$ cat src/sdtr_pkg.sv
package sdtr_pkg;
  localparam logic [7:0] MSG_EXT = 8'h01;
  localparam logic [7:0] SDTR_EXT_LEN = 8'h03;
  localparam logic [7:0] SDTR_CODE = 8'h01;
  localparam logic [7:0] MSG_SAVE_DP = 8'h02;
  localparam logic [7:0] MSG_RESTORE = 8'h03;
  localparam logic [7:0] MSG_REJECT = 8'h07;
  localparam logic [7:0] MSG_PAR_ERR = 8'h09;
  localparam logic [7:0] MSG_DEV_RESET = 8'h0C;
  localparam logic [7:0] MSG_REL_RECOV = 8'h10;
  localparam logic [7:0] OFFSET_ASYNC = 8'h00;
  localparam logic [7:0] OFFSET_UNLIMITED = 8'hFF;
  localparam logic [2:0] SDTR_BYTES = 3'h5;
  localparam logic [2:0] ONE_BYTE = 3'h1;
  localparam logic [2:0] RX_LAST = 3'h4;
  localparam logic [15:0] PERIOD_UNIT_NS = 16'h0004;
  localparam logic [15:0] CLK_PERIOD_NS = 16'h0064;

  typedef logic [1:0] phase_t;
  localparam phase_t PH_BUS_FREE = 2'h0;
  localparam phase_t PH_OTHER = 2'h1;
  localparam phase_t PH_MSG_OUT = 2'h2;
  localparam phase_t PH_MSG_IN = 2'h3;

  // Odd parity over the byte.
  function automatic logic par_of(input logic [7:0] b);
    return ~^b;
  endfunction : par_of

  function automatic logic [39:0] sdtr_msg(input logic [7:0] per, input logic [7:0] off);
    return {MSG_EXT, SDTR_EXT_LEN, SDTR_CODE, per, off};
  endfunction : sdtr_msg

  // Clock cycles between REQ leading edges, rounded up.
  function automatic logic [7:0] pace_of(input logic [7:0] factor);
    logic [15:0] ns;
    ns = 16'(factor) * PERIOD_UNIT_NS;
    return 8'((ns + CLK_PERIOD_NS - 16'h0001) / CLK_PERIOD_NS);
  endfunction : pace_of
endpackage : sdtr_pkg

$ cat src/sdtr_link_if.sv
`timescale 1ns/10ps
`default_nettype none
interface sdtr_link_if;
  logic [7:0] t_data;
  logic t_par;
  logic t_valid;
  logic [1:0] phase;
  logic [7:0] i_data;
  logic i_par;
  logic i_valid;
  logic atn;

  modport target_end(output t_data, output t_par, output t_valid, output phase,
    input i_data, input i_par, input i_valid, input atn);
  modport initiator_end(input t_data, input t_par, input t_valid, input phase,
    output i_data, output i_par, output i_valid, output atn);
endinterface : sdtr_link_if
`default_nettype wire

$ cat src/sdtr_target.sv
`timescale 1ns/10ps
`default_nettype none
module sdtr_target #(
  parameter int ID_W = 4,
  parameter int MAX_RETRY = 3
) (
  // Link to the initiator.
  sdtr_link_if.target_end link,
  // Clock and reset.
  input wire logic clk,
  input wire logic resetn,
  // Connection control.
  input wire logic [ID_W-1:0] peer_id,
  input wire logic connect,
  input wire logic start_neg,
  input wire logic ecs_set,
  input wire logic corrupt,
  input wire logic data_phase,
  input wire logic [7:0] min_period,
  input wire logic [7:0] max_offset,
  // Agreement with the connected peer.
  output logic [7:0] cur_period,
  output logic [7:0] cur_offset,
  output logic [7:0] pace_cycles,
  output logic sync_en,
  output logic ecs_active,
  output logic bus_free_pulse
);
  import sdtr_pkg::*;

  localparam int NPEER = 1 << ID_W;

  typedef enum logic [5:0] {
    ST_IDLE = 6'b000001,
    ST_MOUT = 6'b000010,
    ST_MIN = 6'b000100,
    ST_ACK = 6'b001000,
    ST_CHK = 6'b010000,
    ST_FREE = 6'b100000
  } state_t;

  function automatic phase_t phase_of(input state_t s);
    case (s)
      ST_MOUT: return PH_MSG_OUT;
      // Message in holds while the target looks for attention, so no false phase change shows.
      ST_MIN, ST_ACK, ST_CHK: return PH_MSG_IN;
      ST_FREE: return PH_BUS_FREE;
      default: return PH_OTHER;
    endcase
  endfunction : phase_of

  state_t state_reg, state_next;
  logic [39:0] msg_reg, msg_next;
  logic [2:0] len_reg, len_next;
  logic [2:0] idx_reg, idx_next;
  logic [2:0] rx_idx_reg, rx_idx_next;
  logic [23:0] rx_buf_reg, rx_buf_next;
  logic orig_reg, orig_next;
  logic replied_reg, replied_next;
  logic pend_ok_reg, pend_ok_next;
  logic [7:0] pend_per_reg, pend_per_next;
  logic [7:0] pend_off_reg, pend_off_next;
  logic [2:0] retry_reg, retry_next;
  logic ecs_reg, ecs_next;
  logic [ID_W-1:0] peer_reg;
  logic [7:0] rec_per_reg [NPEER];
  logic [7:0] rec_off_reg [NPEER];
  logic need_reg [NPEER];
  logic rec_wr;
  logic rec_need;
  logic [7:0] rec_per;
  logic [7:0] rec_off;
  logic [7:0] t_data_reg, t_data_next;
  logic t_par_reg;
  logic t_valid_reg, t_valid_next;
  phase_t phase_reg;
  logic free_next;

  wire par_good = link.i_par == par_of(link.i_data);
  wire [7:0] rx_len = rx_buf_reg[23:16];
  wire [7:0] rx_code = rx_buf_reg[15:8];
  wire [7:0] rx_per = rx_buf_reg[7:0];
  wire is_sdtr = rx_len == SDTR_EXT_LEN && rx_code == SDTR_CODE;
  wire [7:0] fit_per = (rx_per < min_period) ? min_period : rx_per;
  wire [7:0] fit_off = (link.i_data > max_offset) ? max_offset : link.i_data;
  wire answer_bad = rx_per < min_period || link.i_data > max_offset;
  wire retry_out = retry_reg == 3'(MAX_RETRY);
  wire [7:0] tx_byte = msg_reg[39 - 8 * idx_reg -: 8];

  always_comb begin
    state_next = state_reg;
    msg_next = msg_reg;
    len_next = len_reg;
    idx_next = idx_reg;
    rx_idx_next = rx_idx_reg;
    rx_buf_next = rx_buf_reg;
    orig_next = orig_reg;
    replied_next = replied_reg;
    pend_ok_next = pend_ok_reg;
    pend_per_next = pend_per_reg;
    pend_off_next = pend_off_reg;
    retry_next = retry_reg;
    ecs_next = ecs_reg | ecs_set;
    rec_wr = 1'b0;
    rec_need = 1'b0;
    rec_per = pend_per_reg;
    rec_off = pend_off_reg;
    t_valid_next = 1'b0;
    t_data_next = t_data_reg;
    free_next = 1'b0;
    case (state_reg)
      ST_IDLE: begin
        retry_next = '0;
        rx_idx_next = '0;
        if (link.atn) begin
          state_next = ST_MOUT;
        end else if (start_neg || (connect && need_reg[peer_id])) begin
          msg_next = sdtr_msg(min_period, max_offset);
          len_next = SDTR_BYTES;
          idx_next = '0;
          orig_next = 1'b1;
          state_next = ST_MIN;
        end
      end
      ST_MIN: begin
        t_valid_next = 1'b1;
        t_data_next = tx_byte;
        idx_next = idx_reg + 3'h1;
        if (idx_reg == len_reg - 3'h1) begin
          state_next = ST_ACK;
        end
      end
      ST_ACK: begin
        state_next = ST_CHK;
      end
      ST_CHK: begin
        if (link.atn) begin
          state_next = ST_MOUT;
        end else begin
          if (orig_reg || replied_reg) begin
            rec_wr = 1'b1;
            rec_per = orig_reg ? 8'h00 : pend_per_reg;
            rec_off = orig_reg ? OFFSET_ASYNC : pend_off_reg;
          end
          orig_next = 1'b0;
          replied_next = 1'b0;
          state_next = ST_IDLE;
        end
      end
      ST_MOUT: begin
        if (link.i_valid && !par_good) begin
          rx_idx_next = '0;
          if (retry_out) begin
            state_next = ST_FREE;
            rec_wr = 1'b1;
            rec_per = 8'h00;
            rec_off = OFFSET_ASYNC;
          end else begin
            retry_next = retry_reg + 3'h1;
          end
        end else if (link.i_valid && rx_idx_reg == 3'h0) begin
          replied_next = 1'b0;
          if (replied_reg && link.i_data != MSG_PAR_ERR && link.i_data != MSG_REJECT) begin
            rec_wr = 1'b1;
          end
          case (link.i_data)
            MSG_REL_RECOV: begin
              // A new set in the same cycle wins over the release.
              ecs_next = ecs_set;
              state_next = ST_FREE;
            end
            MSG_PAR_ERR: begin
              if (replied_reg) begin
                rec_wr = 1'b1;
                rec_per = 8'h00;
                rec_off = OFFSET_ASYNC;
              end
              if (retry_out) begin
                state_next = ST_FREE;
                rec_wr = 1'b1;
                rec_per = 8'h00;
                rec_off = OFFSET_ASYNC;
              end else begin
                retry_next = retry_reg + 3'h1;
                replied_next = replied_reg;
                idx_next = '0;
                state_next = ST_MIN;
              end
            end
            MSG_REJECT: begin
              if (replied_reg || orig_reg) begin
                rec_wr = 1'b1;
                rec_per = 8'h00;
                rec_off = OFFSET_ASYNC;
                orig_next = 1'b0;
                pend_ok_next = 1'b0;
              end
            end
            MSG_DEV_RESET: begin
              rec_wr = 1'b1;
              rec_need = 1'b1;
              rec_per = 8'h00;
              rec_off = OFFSET_ASYNC;
              state_next = ST_FREE;
            end
            MSG_EXT: begin
              rx_idx_next = 3'h1;
            end
            default: begin
            end
          endcase
        end else if (link.i_valid) begin
          rx_buf_next = {rx_buf_reg[15:0], link.i_data};
          rx_idx_next = rx_idx_reg + 3'h1;
          if (rx_idx_reg == RX_LAST) begin
            rx_idx_next = '0;
            if (is_sdtr && orig_reg && answer_bad) begin
              msg_next = {MSG_REJECT, 32'h0};
              len_next = ONE_BYTE;
              idx_next = '0;
              orig_next = 1'b0;
              pend_ok_next = 1'b0;
              rec_wr = 1'b1;
              rec_per = 8'h00;
              rec_off = OFFSET_ASYNC;
              state_next = ST_MIN;
            end else if (is_sdtr && orig_reg) begin
              pend_per_next = rx_per;
              pend_off_next = link.i_data;
              pend_ok_next = 1'b1;
            end else if (is_sdtr) begin
              pend_per_next = fit_per;
              pend_off_next = fit_off;
              msg_next = sdtr_msg(fit_per, fit_off);
              len_next = SDTR_BYTES;
              idx_next = '0;
              replied_next = 1'b1;
              state_next = ST_MIN;
            end
          end
        end else if (!link.atn) begin
          if (pend_ok_reg && orig_reg) begin
            rec_wr = 1'b1;
          end
          orig_next = 1'b0;
          pend_ok_next = 1'b0;
          state_next = ST_IDLE;
        end
      end
      ST_FREE: begin
        free_next = 1'b1;
        orig_next = 1'b0;
        replied_next = 1'b0;
        pend_ok_next = 1'b0;
        state_next = ST_IDLE;
      end
      default: begin
        state_next = ST_IDLE;
      end
    endcase
  end

  always_ff @(posedge clk or negedge resetn) begin
    if (!resetn) begin
      state_reg <= ST_IDLE;
      msg_reg <= '0;
      len_reg <= '0;
      idx_reg <= '0;
      rx_idx_reg <= '0;
      rx_buf_reg <= '0;
      orig_reg <= 1'b0;
      replied_reg <= 1'b0;
      pend_ok_reg <= 1'b0;
      pend_per_reg <= '0;
      pend_off_reg <= '0;
      retry_reg <= '0;
      ecs_reg <= 1'b0;
      peer_reg <= '0;
    end else begin
      state_reg <= state_next;
      msg_reg <= msg_next;
      len_reg <= len_next;
      idx_reg <= idx_next;
      rx_idx_reg <= rx_idx_next;
      rx_buf_reg <= rx_buf_next;
      orig_reg <= orig_next;
      replied_reg <= replied_next;
      pend_ok_reg <= pend_ok_next;
      pend_per_reg <= pend_per_next;
      pend_off_reg <= pend_off_next;
      retry_reg <= retry_next;
      ecs_reg <= ecs_next;
      if (state_reg == ST_IDLE) begin
        peer_reg <= peer_id;
      end
    end
  end

  // One agreement record per peer, asynchronous after reset.
  for (genvar g = 0; g < NPEER; g++) begin : g_rec
    always_ff @(posedge clk or negedge resetn) begin
      if (!resetn) begin
        rec_per_reg[g] <= '0;
        rec_off_reg[g] <= OFFSET_ASYNC;
        need_reg[g] <= 1'b1;
      end else if (rec_wr && peer_reg == ID_W'(g)) begin
        rec_per_reg[g] <= rec_per;
        rec_off_reg[g] <= rec_off;
        need_reg[g] <= rec_need;
      end
    end
  end

  always_ff @(posedge clk or negedge resetn) begin
    if (!resetn) begin
      t_data_reg <= '0;
      t_par_reg <= 1'b1;
      t_valid_reg <= 1'b0;
      phase_reg <= PH_OTHER;
      cur_period <= '0;
      cur_offset <= OFFSET_ASYNC;
      pace_cycles <= '0;
      sync_en <= 1'b0;
      ecs_active <= 1'b0;
      bus_free_pulse <= 1'b0;
    end else begin
      t_data_reg <= t_data_next;
      t_par_reg <= par_of(t_data_next) ^ corrupt;
      t_valid_reg <= t_valid_next;
      phase_reg <= phase_of(state_next);
      cur_period <= rec_per_reg[peer_reg];
      cur_offset <= rec_off_reg[peer_reg];
      pace_cycles <= pace_of(rec_per_reg[peer_reg]);
      sync_en <= data_phase && rec_off_reg[peer_reg] != OFFSET_ASYNC;
      ecs_active <= ecs_next;
      bus_free_pulse <= free_next;
    end
  end

  assign link.t_data = t_data_reg;
  assign link.t_par = t_par_reg;
  assign link.t_valid = t_valid_reg;
  assign link.phase = phase_reg;
endmodule : sdtr_target
`default_nettype wire

$ cat src/flat_wrapper.sv
// flat-port wrapper written by rule: the top's interface ports become plain ports
module sdtr_target_flat import sdtr_pkg::*;
#(
  parameter int ID_W = 4,
  parameter int MAX_RETRY = 3
)
  (clk, resetn, peer_id, connect, start_neg, ecs_set, corrupt, data_phase, min_period, max_offset, cur_period, cur_offset, pace_cycles, sync_en, ecs_active, bus_free_pulse, link_t_data, link_t_par, link_t_valid, link_phase, link_i_data, link_i_par, link_i_valid, link_atn);
  sdtr_link_if link_i ();
  input wire logic clk;
  input wire logic resetn;
  input wire logic [ID_W-1:0] peer_id;
  input wire logic connect;
  input wire logic start_neg;
  input wire logic ecs_set;
  input wire logic corrupt;
  input wire logic data_phase;
  input wire logic [7:0] min_period;
  input wire logic [7:0] max_offset;
  output logic [7:0] cur_period;
  output logic [7:0] cur_offset;
  output logic [7:0] pace_cycles;
  output logic sync_en;
  output logic ecs_active;
  output logic bus_free_pulse;
  output wire logic [$bits(link_i.t_data)-1:0] link_t_data;
  output wire logic [$bits(link_i.t_par)-1:0] link_t_par;
  output wire logic [$bits(link_i.t_valid)-1:0] link_t_valid;
  output wire logic [$bits(link_i.phase)-1:0] link_phase;
  input wire logic [$bits(link_i.i_data)-1:0] link_i_data;
  input wire logic [$bits(link_i.i_par)-1:0] link_i_par;
  input wire logic [$bits(link_i.i_valid)-1:0] link_i_valid;
  input wire logic [$bits(link_i.atn)-1:0] link_atn;
  assign link_t_data = link_i.t_data;
  assign link_t_par = link_i.t_par;
  assign link_t_valid = link_i.t_valid;
  assign link_phase = link_i.phase;
  assign link_i.i_data = link_i_data;
  assign link_i.i_par = link_i_par;
  assign link_i.i_valid = link_i_valid;
  assign link_i.atn = link_atn;
  sdtr_target #(.ID_W(ID_W), .MAX_RETRY(MAX_RETRY)) u_core (.link(link_i), .clk(clk), .resetn(resetn), .peer_id(peer_id), .connect(connect), .start_neg(start_neg), .ecs_set(ecs_set), .corrupt(corrupt), .data_phase(data_phase), .min_period(min_period), .max_offset(max_offset), .cur_period(cur_period), .cur_offset(cur_offset), .pace_cycles(pace_cycles), .sync_en(sync_en), .ecs_active(ecs_active), .bus_free_pulse(bus_free_pulse));
endmodule
$ cat config.mk
export PLATFORM = sky130hd
export DESIGN_NAME = sdtr_target_flat
export DESIGN_NICKNAME = d
export VERILOG_FILES = /design/src/sdtr_pkg.sv /design/src/sdtr_link_if.sv /design/src/sdtr_target.sv /design/src/flat_wrapper.sv
export SDC_FILE = /design/constraint.sdc
export NUM_CORES = 1
export LEC_CHECK = 0
export ABC_CLOCK_PERIOD_IN_PS = 18050
export BUFFER_PORTS_ARGS = -buffer_cell sky130_fd_sc_hd__buf_2
export CAP_MARGIN = 20
export CORE_MARGIN = 2
export CORE_UTILIZATION = 25
export CTS_BUF_LIST = sky130_fd_sc_hd__clkbuf_16
export DETAILED_ROUTE_END_ITERATION = 8
export PLACE_DENSITY_LB_ADDON = 0.05
export SYNTH_ARGS = -nofsm -noshare
export SYNTH_HDL_FRONTEND = slang
export SYNTH_SLANG_ARGS = --single-unit
$ cat constraint.sdc
create_clock -name clk -period 18.05 [get_ports clk]
set_input_delay 0.9025 -clock clk [delete_from_list [all_inputs] [get_ports clk]]
set_output_delay 0.9025 -clock clk [all_outputs]
set_load 0.05 [all_outputs]
==> summary.txt <==
Clock tree
  • Clock sinks: around 400
  • CTS clk-pin slew, worst paths: around 0.060 ns
  • H-Tree Depth: 2
  • Worst skew pair latency: 0.62 ns
  • Post-CTS Hold Fix Bufs: 0
  • Post-CTS setup buffer count: 0
  • Post-CTS resize count: 0
  • CTS tree: yes
  • Clk buf depth: 3
  • Root buf cell: clkbuf_16
  • Num CTS Buffers: 51

Power and ir drop
  • Pwr dens: approximately 120 nW/um^2
  • NetSw: 943 uW
  • Sequential share of power: 38.0%
  • Logic gate share of total power: 25.0%
  • Clock power frac: 36.9%
  • Leak: 10.1 nW
  • Worst VDD drop: 0.0986 mV
  • Internal power: 1.80 mW
  • Sw Share: 34.4%

Timing
  • Setup Skew: 0.0266 ns
  • Setup TNS: 0 ns
  • Final hold violation count: 0
  • FMAX: 138 MHz
  • Worst slew margin: 35.7%
  • Setup violations, final: 0
  • RSZ-0062 raised after global routing: false
  • Tmin final: 7.22 ns
  • Final critical-path share of the clock period: 40.0%
  • Slew @ Worst Pin: a little under 1 ns
  • Final slew viol count: 0

Critical path
  • Crit path kind: register to register
  • Worst path required time: 18.52 ns
  • Critical-path maximum fanout: between 40 and 50
  • Startpoint Class: register
  • Critical Path Sink Type: register
  • Critical Path AT: 7.69 ns

Route
  • Vias per cell: 4.67
  • Final WL: roughly 63,000 um
  • Final ANT Viol Nets: 0
  • Via count: around 14k
  • First-pass detailed-route iteration total: 5
  • 1st-iter DRT viols: between 800 and 900
  • Drc violations: 0
  • Routed len/inst: 21.3 um

Logic synthesis
  • Syn Inst Count: 1,827
  • Yosys reg bits: 392
  • Post-synthesis adder-cell area fraction: 2.40%
  • Largest family of logic cells by synthesized area: multiplexers
  • Most frequent cell after synthesis: dfrtp_1
  • Number of distinct library cells after synthesis: 103
  • Ys flop type: dfrtp_1
  • Register area share after synthesis: between 40% and 50%
  • Synth Area in Simple Gates: 12.4%
  • Asr flop ratio synth: 100%
  • Area share of the largest cell type after synthesis: ~47%
  • Mux share of post-synthesis cell area: 16.2%
  • Post-synth top area cell: dfrtp_1
  • XOR/XNOR Fraction of Synth Area: 1.24%
  • Top cells by area, synth: dfrtp_1 47%, mux4_2 8.3%, o21ai_0 6.8%
  • Ys Warns: 0
  • Complex-gate fraction of the synthesized area: 14.7%
  • Most common library cells after synthesis: 373 x dfrtp_1, 312 x nand2_1, 268 x o21ai_0, 96 x clkbuf_1, 87 x mux2_2
  • Post-Syn Area per Cell: between 10 and 15 um^2
  • Number of synthesized flops with an enable pin: 0
  • Post-Syn Area: 19,800 um^2

Place
  • Placer Congestion: 0.765
  • Buffers on Ports: 76
  • DP HPWL: 43,100 um

GRT
  • GRT Total Usage: between 15 and 20%
  • Largest net degree at the start of global routing: a little under 100
  • Vias in the first global route: 14.4k
  • First-pass GRT wire length: 96,600 um
  • Initial antenna violation count: 2
  • GRT overflow: 0

Die
  • Die W: 285 um
  • Initial core utilization: 25.1%
  • Boundary Pins: 77
  • Die area: 81,500 um^2
  • Row count: 103
  • Core area: 78,700 um^2
  • Die height: 285 um

Layout
  • Fillers: 8,134
  • Nets: 1,947
  • Layout cells sized above 1: roughly a fifth
  • Area delta synth->final: 15.8%
  • Util after Layout: 29.1%

Job
  • Max-Cap Viols: 0

Worst hold path
  • Worst Hold Class: input port to asynchronous set/reset pin

Outcome
  • Status: finished clean
## kinds of logic after synthesis
kind of cell             Yosys count
multiplexers                     210
buffers and inverters            163
AO/OA/AOI/OAI                    454
AND/OR/NAND/NOR                  544
adder cells (fa/ha/maj)           38
XOR/XNOR                          25
other                              1
flip-flops                       392
## path summary, 6_finish.rpt
kind                                              from                     end  slack (ns)  cells past startpoint
worst max register to register      u_core.peer_reg[0]   u_core.pace_cycles[0]       10.83                     21
worst max-delay path                u_core.peer_reg[0]   u_core.pace_cycles[0]       10.83                     21
max in group asynchronous                       resetn      u_core.peer_reg[1]       14.44                      4
worst min-delay path                            resetn    u_core.cur_offset[2]        0.34                      1
worst min register to register  u_core.rec_off_reg[42]  u_core.rec_off_reg[42]        0.47                      2
min in group clk                u_core.rec_off_reg[42]  u_core.rec_off_reg[42]        0.47                      2
## final cells by class
class                      instances  area, um^2  share of cell area [%]
sequential                       392        9840                    42.9
inverter                          46         175                   0.764
timing repair buffer             106         636                    2.77
clock inverter                    41         367                    1.60
tap                             1050        1310                    5.73
clock buffer                      51        1280                    5.57
multi-input combinational       1274        9310                    40.6
antenna                            1        2.50                  0.0109
## placed cells by master (no fill, tap or decap), drive strengths merged, types with 9 or more instances in the layout
master and count:
dfrtp 373, nand2 312, o21ai 274, buf 106, mux2 90, nor2 77
mux4 74, inv 65, clkbuf 51, mux2i 46, a21oi 44, ha 38
and2 28, nand3 23, a22oi 21, xnor2 20, nor3 20, dfstp 19
nand4 16, clkinv 16, a21o 13, nor2b 12, nor4 10, nand2b 9
a31oi 9, o31ai 9
## power by group through the flow
stage,registers (mW),logic (mW),clock network [mW]
after floorplan,1.05,0.493,0
final,1.04,0.686,1.01
after global placement,1.06,0.700,0
after global routing,1.06,0.755,1.09
after detailed placement,1.06,0.699,0
after CTS,1.05,0.700,1.05
## stage by stage
stage	power [mW]	area [um^2]	std cells	setup slack [ns]	hold slack, ns
after global routing	2.90	22900	2960	10.29	0.398
final	2.74	22900	2961	10.83	0.344
after detailed placement	1.76	21200	2867	10.78	0.466
after CTS	2.80	22900	2959	10.74	0.351
after floorplan	1.54	19800	1829	12.20	0.442
after global placement	1.76	21200	2867	10.92	0.456
## worst max-delay path: stages (launching register included)
cell,delay [ns]
dfrtp_4,0.79
buf_4,0.76
mux2_2,0.45
mux2_4,0.34
ha_1,0.34
a311o_1,0.36
nand4_1,0.15
o2111a_2,0.28
o31ai_2,0.12
a2111oi_4,0.47
o32ai_4,0.22
o31ai_1,0.75
a31oi_4,0.15
o21ai_1,0.21
o21a_1,0.17
ha_1,0.25
or3b_4,0.41
mux2i_4,0.19
o31ai_4,0.11
and4b_1,0.22
a211oi_1,0.22
o22ai_1,0.10
## routing by layer
layer  routed length [um]  part of all wire, %  GRT usage, %  vias to the layer above
met5                   11                0.017             0                        -
met4                 1270                  2.0          4.16                        2
met3                 2090                  3.3          2.14                       74
met2                31500                   50          27.1                      216
met1                28300                   45          20.5                     6890
li1                     -                    -             -                     6646
Note: power is estimated with default switching activity, not from simulation.
